$ cat config.mk
export PLATFORM = sky130hd
export DESIGN_NAME = counter_mode_sequencer
export DESIGN_NICKNAME = d
export VERILOG_FILES = /design/src/rtl/counter_mode_sequencer.v /design/src/rtl/down_count_reg.v /design/src/rtl/pin_edge_sync.v
export VERILOG_INCLUDE_DIRS = /design/src /design/src/rtl
export SDC_FILE = /design/constraint.sdc
export NUM_CORES = 1
export LEC_CHECK = 0
export ABC_AREA = 1
export BUFFER_PORTS_ARGS = -buffer_cell sky130_fd_sc_hd__buf_2
export CELL_PAD_IN_SITES_DETAIL_PLACEMENT = 1
export CELL_PAD_IN_SITES_GLOBAL_PLACEMENT = 1
export CORE_ASPECT_RATIO = 0.5
export CORE_UTILIZATION = 38
export CTS_CLUSTER_DIAMETER = 60
export DETAILED_ROUTE_END_ITERATION = 8
export PLACE_DENSITY = 0.9
export SKIP_CTS_REPAIR_TIMING = 1
export SLEW_MARGIN = 20
export SYNTH_ARGS = -nofsm -noshare
export SYNTH_HDL_FRONTEND = slang
export SYNTH_SLANG_ARGS = --single-unit
$ cat constraint.sdc
create_clock -name ref_clk_in -period 3.1 [get_ports ref_clk_in]
set_input_delay 0.155 -clock ref_clk_in [delete_from_list [all_inputs] [get_ports ref_clk_in]]
set_output_delay 0.155 -clock ref_clk_in [all_outputs]
set_load 0.005 [all_outputs]
$ cat src/rtl/cnt_mode_defs.vh
// Constants shared by the counter mode sequencer files.
// Assumes it is included by bare name from files under rtl/ and bench/.
`ifndef CNT_MODE_DEFS_VH
`define CNT_MODE_DEFS_VH

// Counter width default
`define CNT_WIDTH          16

// Gate-control field codes
`define GATE_NONE          3'h0
`define GATE_LEVEL         3'h4
`define GATE_EDGE          3'h6

// Reset values of the channel state
`define CNT_RESET          16'h0000
`define ARMED_RESET        1'b0
`define TRIG_RESET         1'b0
`define SECOND_RESET       1'b0
`define TC_RESET           1'b0
`define TOGGLE_RESET       1'b0

// Counter value on which the next counted edge enters terminal count
`define CNT_LAST           16'h0001

// Kind of gating decoded from the gate-control field
`define KIND_NONE          2'h0
`define KIND_LEVEL         2'h1
`define KIND_EDGE          2'h2
`define KIND_BAD           2'h3

`endif

$ cat src/rtl/counter_mode_sequencer.v
// Mode sequencer for one channel of a counter/timer: modes A to H.
// Assumes command strobes are one-cycle pulses on ref_clk_in and that
// the load and hold values are held stable by the surrounding logic.
//
// Notes on behaviour
// - All mode bits zero: count source edges only once armed, gate ignored.
// - Ungated single strobe: terminal count reloads from load and disarms.
// - Level-gated strobe counts source edges only while gate is active.
// - Level-gated strobe: terminal count reloads from load and disarms.
// - Edge strobe: armed counter starts on first source edge after gate edge.
// - Edge strobe: gate edges while disarmed are ignored.
// - Edge strobe: after trigger, gate level and edges ignored until terminal count.
// - Ungated rate generator repeats counting, reloading from load each time.
// - Toggle option inverts output on each terminal count.
// - Level-gated rate generator counts only while gate is active.
// - One-shot: armed counter starts on gate edge, reloads, stays armed.
// - One-shot stops after terminal count until next gate edge.
// - One-shot ignores gate activity after trigger until terminal count.
// - Software delayed pulse: gate ignored, two terminal counts, then disarm.
// - Delayed pulse: first terminal count after arming reloads from hold.
// - Delayed pulse: second terminal count reloads from load and disarms.
// - Toggle delayed pulse: initial count is delay, hold value is width.
// - Level-gated delayed pulse counts only while gate is active.
// - Level-gated delayed pulse keeps hold-then-load reload order.
// - In terminal-count state next source edge always counts.
// - Mode chosen from gate field plus special, reload and repetition bits.
// - Only active-going source and gate transitions have effect.
`timescale 1ns/100ps
`default_nettype none
`include "cnt_mode_defs.vh"

module counter_mode_sequencer #(
  parameter WIDTH = `CNT_WIDTH
) (
  input  wire             ref_clk_in,
  input  wire             reset_n_in,
  // Pins of the channel
  input  wire             source_in,
  input  wire             gate_in,
  // Mode selection
  input  wire [2:0]       gate_ctrl_in,
  input  wire             special_gate_in,
  input  wire             reload_src_in,
  input  wire             repetition_in,
  input  wire             toggle_on_terminal_count_in,
  // Register contents and commands
  input  wire [WIDTH-1:0] load_value_in,
  input  wire [WIDTH-1:0] hold_value_in,
  input  wire             arm_cmd_in,
  input  wire             disarm_cmd_in,
  input  wire             load_cmd_in,
  // Status and output
  output wire [WIDTH-1:0] count_out,
  output reg              terminal_count_out,
  output reg              counter_pin_out,
  output wire             armed_out,
  output wire             triggered_out,
  output wire             second_phase_out,
  output wire             mode_unsupported_out
);

  // Synchronised pin levels and active-going edges
  wire [1:0] pin_level;
  wire [1:0] pin_rise;
  wire       gate_lvl;
  wire       gate_edge;
  wire       src_edge;

  // Channel state
  reg        armed_r;
  reg        armed_nxt;
  reg        trig_r;
  reg        trig_nxt;
  reg        second_r;
  reg        second_nxt;
  reg        tc_r;
  reg        tc_nxt;
  reg        toggle_r;
  reg        toggle_nxt;

  // Output pin selection
  reg        pin_nxt;

  // Mode decode
  reg  [1:0] gate_kind;
  wire       mode_ok;

  // Counting control
  reg        qualify;
  wire       step;
  wire       reach_tc;
  wire       cnt_at_last;
  wire [WIDTH-1:0] cnt_val;
  reg  [WIDTH-1:0] reload_val;
  reg        reload_en;
  wire       first_tc_pending;

  pin_edge_sync #(
    .WIDTH     (2)
  ) u_pin_sync (
    .clk_in    (ref_clk_in),
    .reset_n_in(reset_n_in),
    .pin_in    ({gate_in, source_in}),
    .level_out (pin_level),
    .rise_out  (pin_rise)
  );

  assign src_edge  = pin_rise[0];
  assign gate_edge = pin_rise[1];
  assign gate_lvl  = pin_level[1];

  // decode of the three gate-control bits
  always @* begin
    case (gate_ctrl_in)
      `GATE_NONE:  gate_kind = `KIND_NONE;
      `GATE_LEVEL: gate_kind = `KIND_LEVEL;
      `GATE_EDGE:  gate_kind = `KIND_EDGE;
      default:     gate_kind = `KIND_BAD;
    endcase
  end

  // Special gating belongs to modes this block does not cover
  assign mode_ok = !special_gate_in && (gate_kind != `KIND_BAD);

  // An edge-gated counter must be triggered before sources count
  always @* begin
    qualify = 1'b0;
    if (armed_r && mode_ok) begin
      case (gate_kind)
        `KIND_NONE:  qualify = 1'b1;
        // level gating qualifies each source edge
        `KIND_LEVEL: qualify = gate_lvl;
        // once triggered the gate level is not looked at
        `KIND_EDGE:  qualify = trig_r;
        default:     qualify = 1'b0;
      endcase
    end
  end

  // the terminal-count state counts regardless of gate and arming
  assign step = src_edge && (tc_r || qualify);

  // The edge counted while already at the last count enters terminal count
  assign reach_tc = step && cnt_at_last;

  // In delayed-pulse modes the first terminal count still awaits
  assign first_tc_pending = reload_src_in && !second_r;

  // Choice of reload register at terminal count
  always @* begin
    reload_val = load_value_in;
    reload_en  = 1'b0;
    if (load_cmd_in) begin
      reload_val = load_value_in;
      reload_en  = 1'b1;
    end else if (reach_tc) begin
      reload_en = 1'b1;
      if (first_tc_pending) begin
        // first terminal count takes the hold register
        reload_val = hold_value_in;
      end else begin
        reload_val = load_value_in;
      end
    end
  end

  down_count_reg #(
    .WIDTH        (WIDTH)
  ) u_count (
    .clk_in       (ref_clk_in),
    .reset_n_in   (reset_n_in),
    .load_in      (reload_en),
    .load_value_in(reload_val),
    .step_in      (step),
    .count_out    (cnt_val),
    .at_last_out  (cnt_at_last)
  );

  // Arming state
  always @* begin
    armed_nxt = armed_r;
    if (disarm_cmd_in) begin
      armed_nxt = 1'b0;
    // repetition keeps the counter armed through terminal count
    end else if (reach_tc && !repetition_in) begin
      if (!reload_src_in) begin
        // strobe modes disarm at terminal count
        armed_nxt = 1'b0;
      end else if (second_r) begin
        // gate has no part in this
        armed_nxt = 1'b0;
      end
    end
    // An arm arriving with a terminal count still wins
    if (arm_cmd_in && !disarm_cmd_in) begin
      armed_nxt = 1'b1;
    end
  end

  // Trigger state for edge-gated modes
  always @* begin
    trig_nxt = trig_r;
    if (disarm_cmd_in || gate_kind != `KIND_EDGE) begin
      trig_nxt = 1'b0;
    end else if (reach_tc && !first_tc_pending) begin
      // one-shot stops and waits for a new gate edge
      trig_nxt = 1'b0;
    end else if (gate_edge && armed_r && !trig_r && !tc_r) begin
      // trigger latched, counting starts on a later source edge
      trig_nxt = 1'b1;
    end
    // while triggered further gate edges change nothing
  end

  // Delayed-pulse phase
  always @* begin
    second_nxt = second_r;
    if (arm_cmd_in || !reload_src_in) begin
      // Each arm restarts with the hold reload first
      second_nxt = 1'b0;
    end else if (reach_tc) begin
      second_nxt = !second_r;
    end
  end

  // Terminal-count state lasts until the next source edge
  always @* begin
    tc_nxt = tc_r;
    if (reach_tc) begin
      tc_nxt = 1'b1;
    end else if (step) begin
      tc_nxt = 1'b0;
    end
  end

  // toggled output flips on every terminal count
  // delay then width in delayed-pulse mode
  always @* begin
    toggle_nxt = toggle_r;
    if (reach_tc) begin
      toggle_nxt = !toggle_r;
    end
  end

  // Arming flag
  // Disarm beats arm; arm beats the disarm of a terminal count
  always @(posedge ref_clk_in or negedge reset_n_in) begin
    if (!reset_n_in) begin
      armed_r <= `ARMED_RESET;
    end else begin
      armed_r <= armed_nxt;
    end
  end

  // Trigger flag of the edge-gated modes
  // Cleared on leaving an edge mode so a stale trigger never fires
  always @(posedge ref_clk_in or negedge reset_n_in) begin
    if (!reset_n_in) begin
      trig_r <= `TRIG_RESET;
    end else begin
      trig_r <= trig_nxt;
    end
  end

  // Delayed-pulse phase flag
  // Cleared outside delayed-pulse modes so each starts with the hold reload
  always @(posedge ref_clk_in or negedge reset_n_in) begin
    if (!reset_n_in) begin
      second_r <= `SECOND_RESET;
    end else begin
      second_r <= second_nxt;
    end
  end

  // Terminal-count state
  // Held until the next counted edge, whatever the gate and arming
  always @(posedge ref_clk_in or negedge reset_n_in) begin
    if (!reset_n_in) begin
      tc_r <= `TC_RESET;
    end else begin
      tc_r <= tc_nxt;
    end
  end

  // Toggle flop runs whether or not the pin shows it
  always @(posedge ref_clk_in or negedge reset_n_in) begin
    if (!reset_n_in) begin
      toggle_r <= `TOGGLE_RESET;
    end else begin
      toggle_r <= toggle_nxt;
    end
  end

  // Pin shows the toggled form or the terminal-count level
  // Taken from next state so the registered pin lines up with the state
  always @* begin
    pin_nxt = tc_nxt;
    if (toggle_on_terminal_count_in) begin
      pin_nxt = toggle_nxt;
    end
  end

  // Terminal-count and pin outputs are registered from next state so they line up with the state and are glitch free
  always @(posedge ref_clk_in or negedge reset_n_in) begin
    if (!reset_n_in) begin
      terminal_count_out <= `TC_RESET;
    end else begin
      terminal_count_out <= tc_nxt;
    end
  end

  always @(posedge ref_clk_in or negedge reset_n_in) begin
    if (!reset_n_in) begin
      counter_pin_out <= `TC_RESET;
    end else begin
      counter_pin_out <= pin_nxt;
    end
  end

  assign armed_out            = armed_r;
  assign triggered_out        = trig_r;
  assign second_phase_out     = second_r;
  assign count_out            = cnt_val;
  // Only special gating and undefined gate codes are flagged here
  assign mode_unsupported_out = !mode_ok;

endmodule // counter_mode_sequencer

`default_nettype wire

$ cat src/rtl/down_count_reg.v
// Loadable down counter holding one channel's count value.
// Assumes nothing of the caller's timing; a load wins over a step in one cycle.
`timescale 1ns/100ps
`default_nettype none
`include "cnt_mode_defs.vh"

module down_count_reg #(
  parameter WIDTH = `CNT_WIDTH
) (
  input  wire             clk_in,
  input  wire             reset_n_in,
  input  wire             load_in,
  input  wire [WIDTH-1:0] load_value_in,
  input  wire             step_in,
  output wire [WIDTH-1:0] count_out,
  output wire             at_last_out
);

  reg [WIDTH-1:0] cnt_r;
  reg [WIDTH-1:0] cnt_nxt;

  always @* begin
    cnt_nxt = cnt_r;
    if (load_in) begin
      cnt_nxt = load_value_in;
    end else if (step_in) begin
      cnt_nxt = cnt_r - {{(WIDTH-1){1'b0}}, 1'b1};
    end
  end

  always @(posedge clk_in or negedge reset_n_in) begin
    if (!reset_n_in) begin
      cnt_r <= {WIDTH{1'b0}};
    end else begin
      cnt_r <= cnt_nxt;
    end
  end

  assign count_out = cnt_r;
  // A zero count also terminates so a cleared counter cannot run away
  assign at_last_out = (cnt_r <= {{(WIDTH-1){1'b0}}, 1'b1});

endmodule // down_count_reg

`default_nettype wire

$ cat src/rtl/pin_edge_sync.v
// Two-stage synchroniser with rising-edge detector for pin inputs.
// Assumes the pins are asynchronous to clk_in; edges are one-cycle pulses.
`timescale 1ns/100ps
`default_nettype none

module pin_edge_sync #(
  parameter WIDTH = 2
) (
  input  wire             clk_in,
  input  wire             reset_n_in,
  input  wire [WIDTH-1:0] pin_in,
  output wire [WIDTH-1:0] level_out,
  output wire [WIDTH-1:0] rise_out
);

  reg [WIDTH-1:0] meta_r;
  reg [WIDTH-1:0] sync_r;
  reg [WIDTH-1:0] prev_r;

  // Only the second stage and later are looked at
  always @(posedge clk_in or negedge reset_n_in) begin
    if (!reset_n_in) begin
      meta_r <= {WIDTH{1'b0}};
      sync_r <= {WIDTH{1'b0}};
      prev_r <= {WIDTH{1'b0}};
    end else begin
      meta_r <= pin_in;
      sync_r <= meta_r;
      prev_r <= sync_r;
    end
  end

  assign level_out = sync_r;
  // Falling transitions are deliberately not reported
  assign rise_out  = sync_r & ~prev_r;

endmodule // pin_edge_sync

`default_nettype wire
==> results.sh <==
export IMPL_status="finished, final reports clean"
export IMPL_grt_max_degree=34
export IMPL_clockRootBuffer="clkbuf_16"
export IMPL_core_um2=5180
export IMPL_cts_path_max_buffers=2
export IMPL_yosysTopAreaCellShare_pct=32.5
export IMPL_hold_viol_final=0
export IMPL_antenna_cells=0
export IMPL_fmax_mhz=451
export IMPL_maxSlewViolCount=0
export IMPL_worst_path_buf_inv=1
export IMPL_pwr_share_seq_pct=40.0
export IMPL_synth_main_ff_cell="dfrtp_1"
export IMPL_vias=2388
export IMPL_synth_most_common_cell="nand2_1"
export IMPL_syn_area_per_cell_um2=6.65
export IMPL_fin_nets=434
export IMPL_power_density_nw_per_um2=432
export IMPL_arrival_ns=2.36
export IMPL_grt_overflow=0
export IMPL_dieWidth_um=109
export IMPL_fin_tns_setup_ns=0
export IMPL_num_rows=18
export IMPL_hp_class="in2reg"
export IMPL_synth_edff_count=0
export IMPL_vias_per_cell=5.25
export IMPL_worstSetupPathType="reg2reg"
export IMPL_cts_tree="done"
export IMPL_required_ns=3.24
export IMPL_dp_slack_ns=0.999
export IMPL_drt_iter0_drc=175
export IMPL_cts_htree_levels=1
export IMPL_cts_sinks=28
export IMPL_yosys_top_cells_area="dfrtp_1 (33%), nand2_1 (13%), nor2_1 (12%)"
export IMPL_whs_ns=0.0637
export IMPL_area_growth_pct=22.4
export IMPL_synth_common_cells="nand2_1 (72), nor2_1 (71), dfrtp_1 (28)"
export IMPL_grt_usage_pct=24.7
export IMPL_dieArea_um2=6000
export IMPL_rr_worst_depth=9
export IMPL_async_reset_ff_share_pct=100
export IMPL_cap_viol_max_count=0
export IMPL_worst_pin_slew_ns=0.682
export IMPL_syn_inst=324
export IMPL_crit_slowest_cell="dfrtp_1"
export IMPL_numCtsBuffers=3
export IMPL_power_internal_w=0.000780
export IMPL_critPathCaptureType="flop"
export IMPL_slew_limit_headroom_pct=54.5
export IMPL_leakagePower_nw=1.29
export IMPL_portBuffers=67
export IMPL_finClkSkew_ns=0.0129
export IMPL_ant_nets=0
export IMPL_grt_pass1_wl_mm=11.6
export IMPL_drc_errors=0
export IMPL_cp_depth=9
export IMPL_antenna_found_initial=0
export IMPL_synth_distinct_cells=30
export IMPL_synthesis_area_um2=2160
export IMPL_ys_warn_count=0
export IMPL_hold_depth=2
export IMPL_p_comb_share_pct=26.0
export IMPL_crit_path_cell_trace="inv_1, ha_1, nor2_1, nor2_1, nand3_1, nor2_4, nand3_1, o21ai_0, a21oi_1"
export IMPL_cts_clk_slew_worst_paths_ns=0.08
export IMPL_setup_ws_ns=0.882
export IMPL_grt_setup_unrepaired="false"
export IMPL_crit_family="simple AND/OR/NAND/NOR gates"
export IMPL_fin_crit_ns=2.22
export IMPL_drive_above_1_share_pct=25.5
export IMPL_worstSetupStartpointType="flop"
export IMPL_ios=68
export IMPL_seq_area_frac_synth_pct=32.5
export IMPL_synthesis_nets=372
export IMPL_sw_frac_of_total_pct=31.6
export IMPL_max_vdd_ir_drop_v=0.000215
export IMPL_grt_pass1_vias=2395
export IMPL_gp_congestion=0.841
export IMPL_die_y_um=55.3
export IMPL_setup_viol=0
export IMPL_synth_top_cell_by_area="dfrtp_1"
export IMPL_power_switching_w=0.000360
export IMPL_start_util_pct=41.6
export IMPL_synth_ff_latch_count=28
export IMPL_drtPass1Iterations=4
export IMPL_clock_latency_ns=0.27
export IMPL_dp_hpwl_mm=5.31
export IMPL_path_max_fanout=17
export IMPL_slowest_delay_ns=0.45
export IMPL_fin_crit_sh_pct=71.6
export IMPL_wl_mm=7.06
export IMPL_wl_per_cell_um=15.5
export IMPL_p_clk_share_pct=34.0
==> worst paths after layout <==
| path | from | end | slack (ns) |
|---|---|---|---|
| hold / removal | disarm_cmd_in | armed_out | 0.06 |
| max in group asynchronous | reset_n_in | armed_out | 2.20 |
| setup reg to reg | u_count.count_out[0] | armed_out | 0.88 |
| setup / recovery | u_count.count_out[0] | armed_out | 0.88 |
| hold reg to reg | u_pin_sync.meta_r[0] | u_pin_sync.level_out[0] | 0.35 |
| min in group asynchronous | reset_n_in | u_count.count_out[2] | 0.46 |
==> cell usage in the layout, fill, tap and decap left out, drive strengths merged <==
master       instances
a21oi               18
a22oi                1
buf                 68
bufinv               1
clkbuf               3
clkinv               1
dfrtp               28
dlygate4sd3          3
ha                   2
inv                 25
nand2               79
nand3               25
nand3b               1
nand4               17
nor2                88
nor3                 4
o211ai               1
o21ai                4
o21bai               2
o31ai                1
xnor2                4
xor2                 9
==> per-stage QoR <==
step	power, W	cell area, um2	std cells	utilization (%)
floorplan	0.000632	2160	324	-
global placement	0.000736	2500	448	48.3
detailed placement	0.000751	2500	448	48.3
CTS	0.00115	2610	452	50.4
global route	0.00121	2640	455	50.9
finish	0.00114	2640	455	50.9
==> registers in the layout, summed over array words and instances, names as in the netlist <==
| name | count |
|---|---|
| terminal_count_out | 1 |
| toggle_r | 1 |
| counter_pin_out | 1 |
| u_pin_sync.meta_r | 2 |
| triggered_out | 1 |
| u_pin_sync.prev_r | 2 |
| armed_out | 1 |
| u_count.count_out | 16 |
| second_phase_out | 1 |
| u_pin_sync.level_out | 2 |
==> cell families after synthesis <==
family | after synthesis | synth area share (%)
flip-flops | 28 | 32.5
AO/OA/AOI/OAI | 27 | 6.85
adder cells (fa/ha/maj) | 2 | 1.16
XOR/XNOR | 13 | 5.28
buffers and inverters | 40 | 8.36
AND/OR/NAND/NOR | 214 | 45.9
==> layer usage <==
metal | vias to the layer above | part of all wire (%) | track usage (%) | wire length (um)
met2 | 70 | 45 | 38.2 | 3190
met5 | - | 0 | 0 | 0
li1 | 1155 | - | - | -
met1 | 1149 | 48 | 35.1 | 3370
met3 | 14 | 5.2 | 5.19 | 364
met4 | 0 | 1.9 | 5.79 | 132
==> power by group through the flow <==
stage / clock network, W / logic (W) / registers (W)
finish: 0.000388 / 0.000296 / 0.000456
floorplan: 0 / 0.000177 / 0.000455
CTS: 0.000398 / 0.000294 / 0.000455
global placement: 0 / 0.000275 / 0.000461
global route: 0.000416 / 0.000331 / 0.000463
detailed placement: 0 / 0.000288 / 0.000463
==> final cells by class <==
type / count / area, um2
Fill cell: 716 / 2540
Multi-Input combinational cell: 256 / 1270
Sequential cell: 28 / 701
Timing Repair Buffer: 71 / 373
Inverter: 26 / 97.6
Tap cell: 70 / 87.6
Clock buffer: 3 / 75.1
Clock inverter: 1 / 30.0
Note: power is estimated with default switching activity, not from simulation.
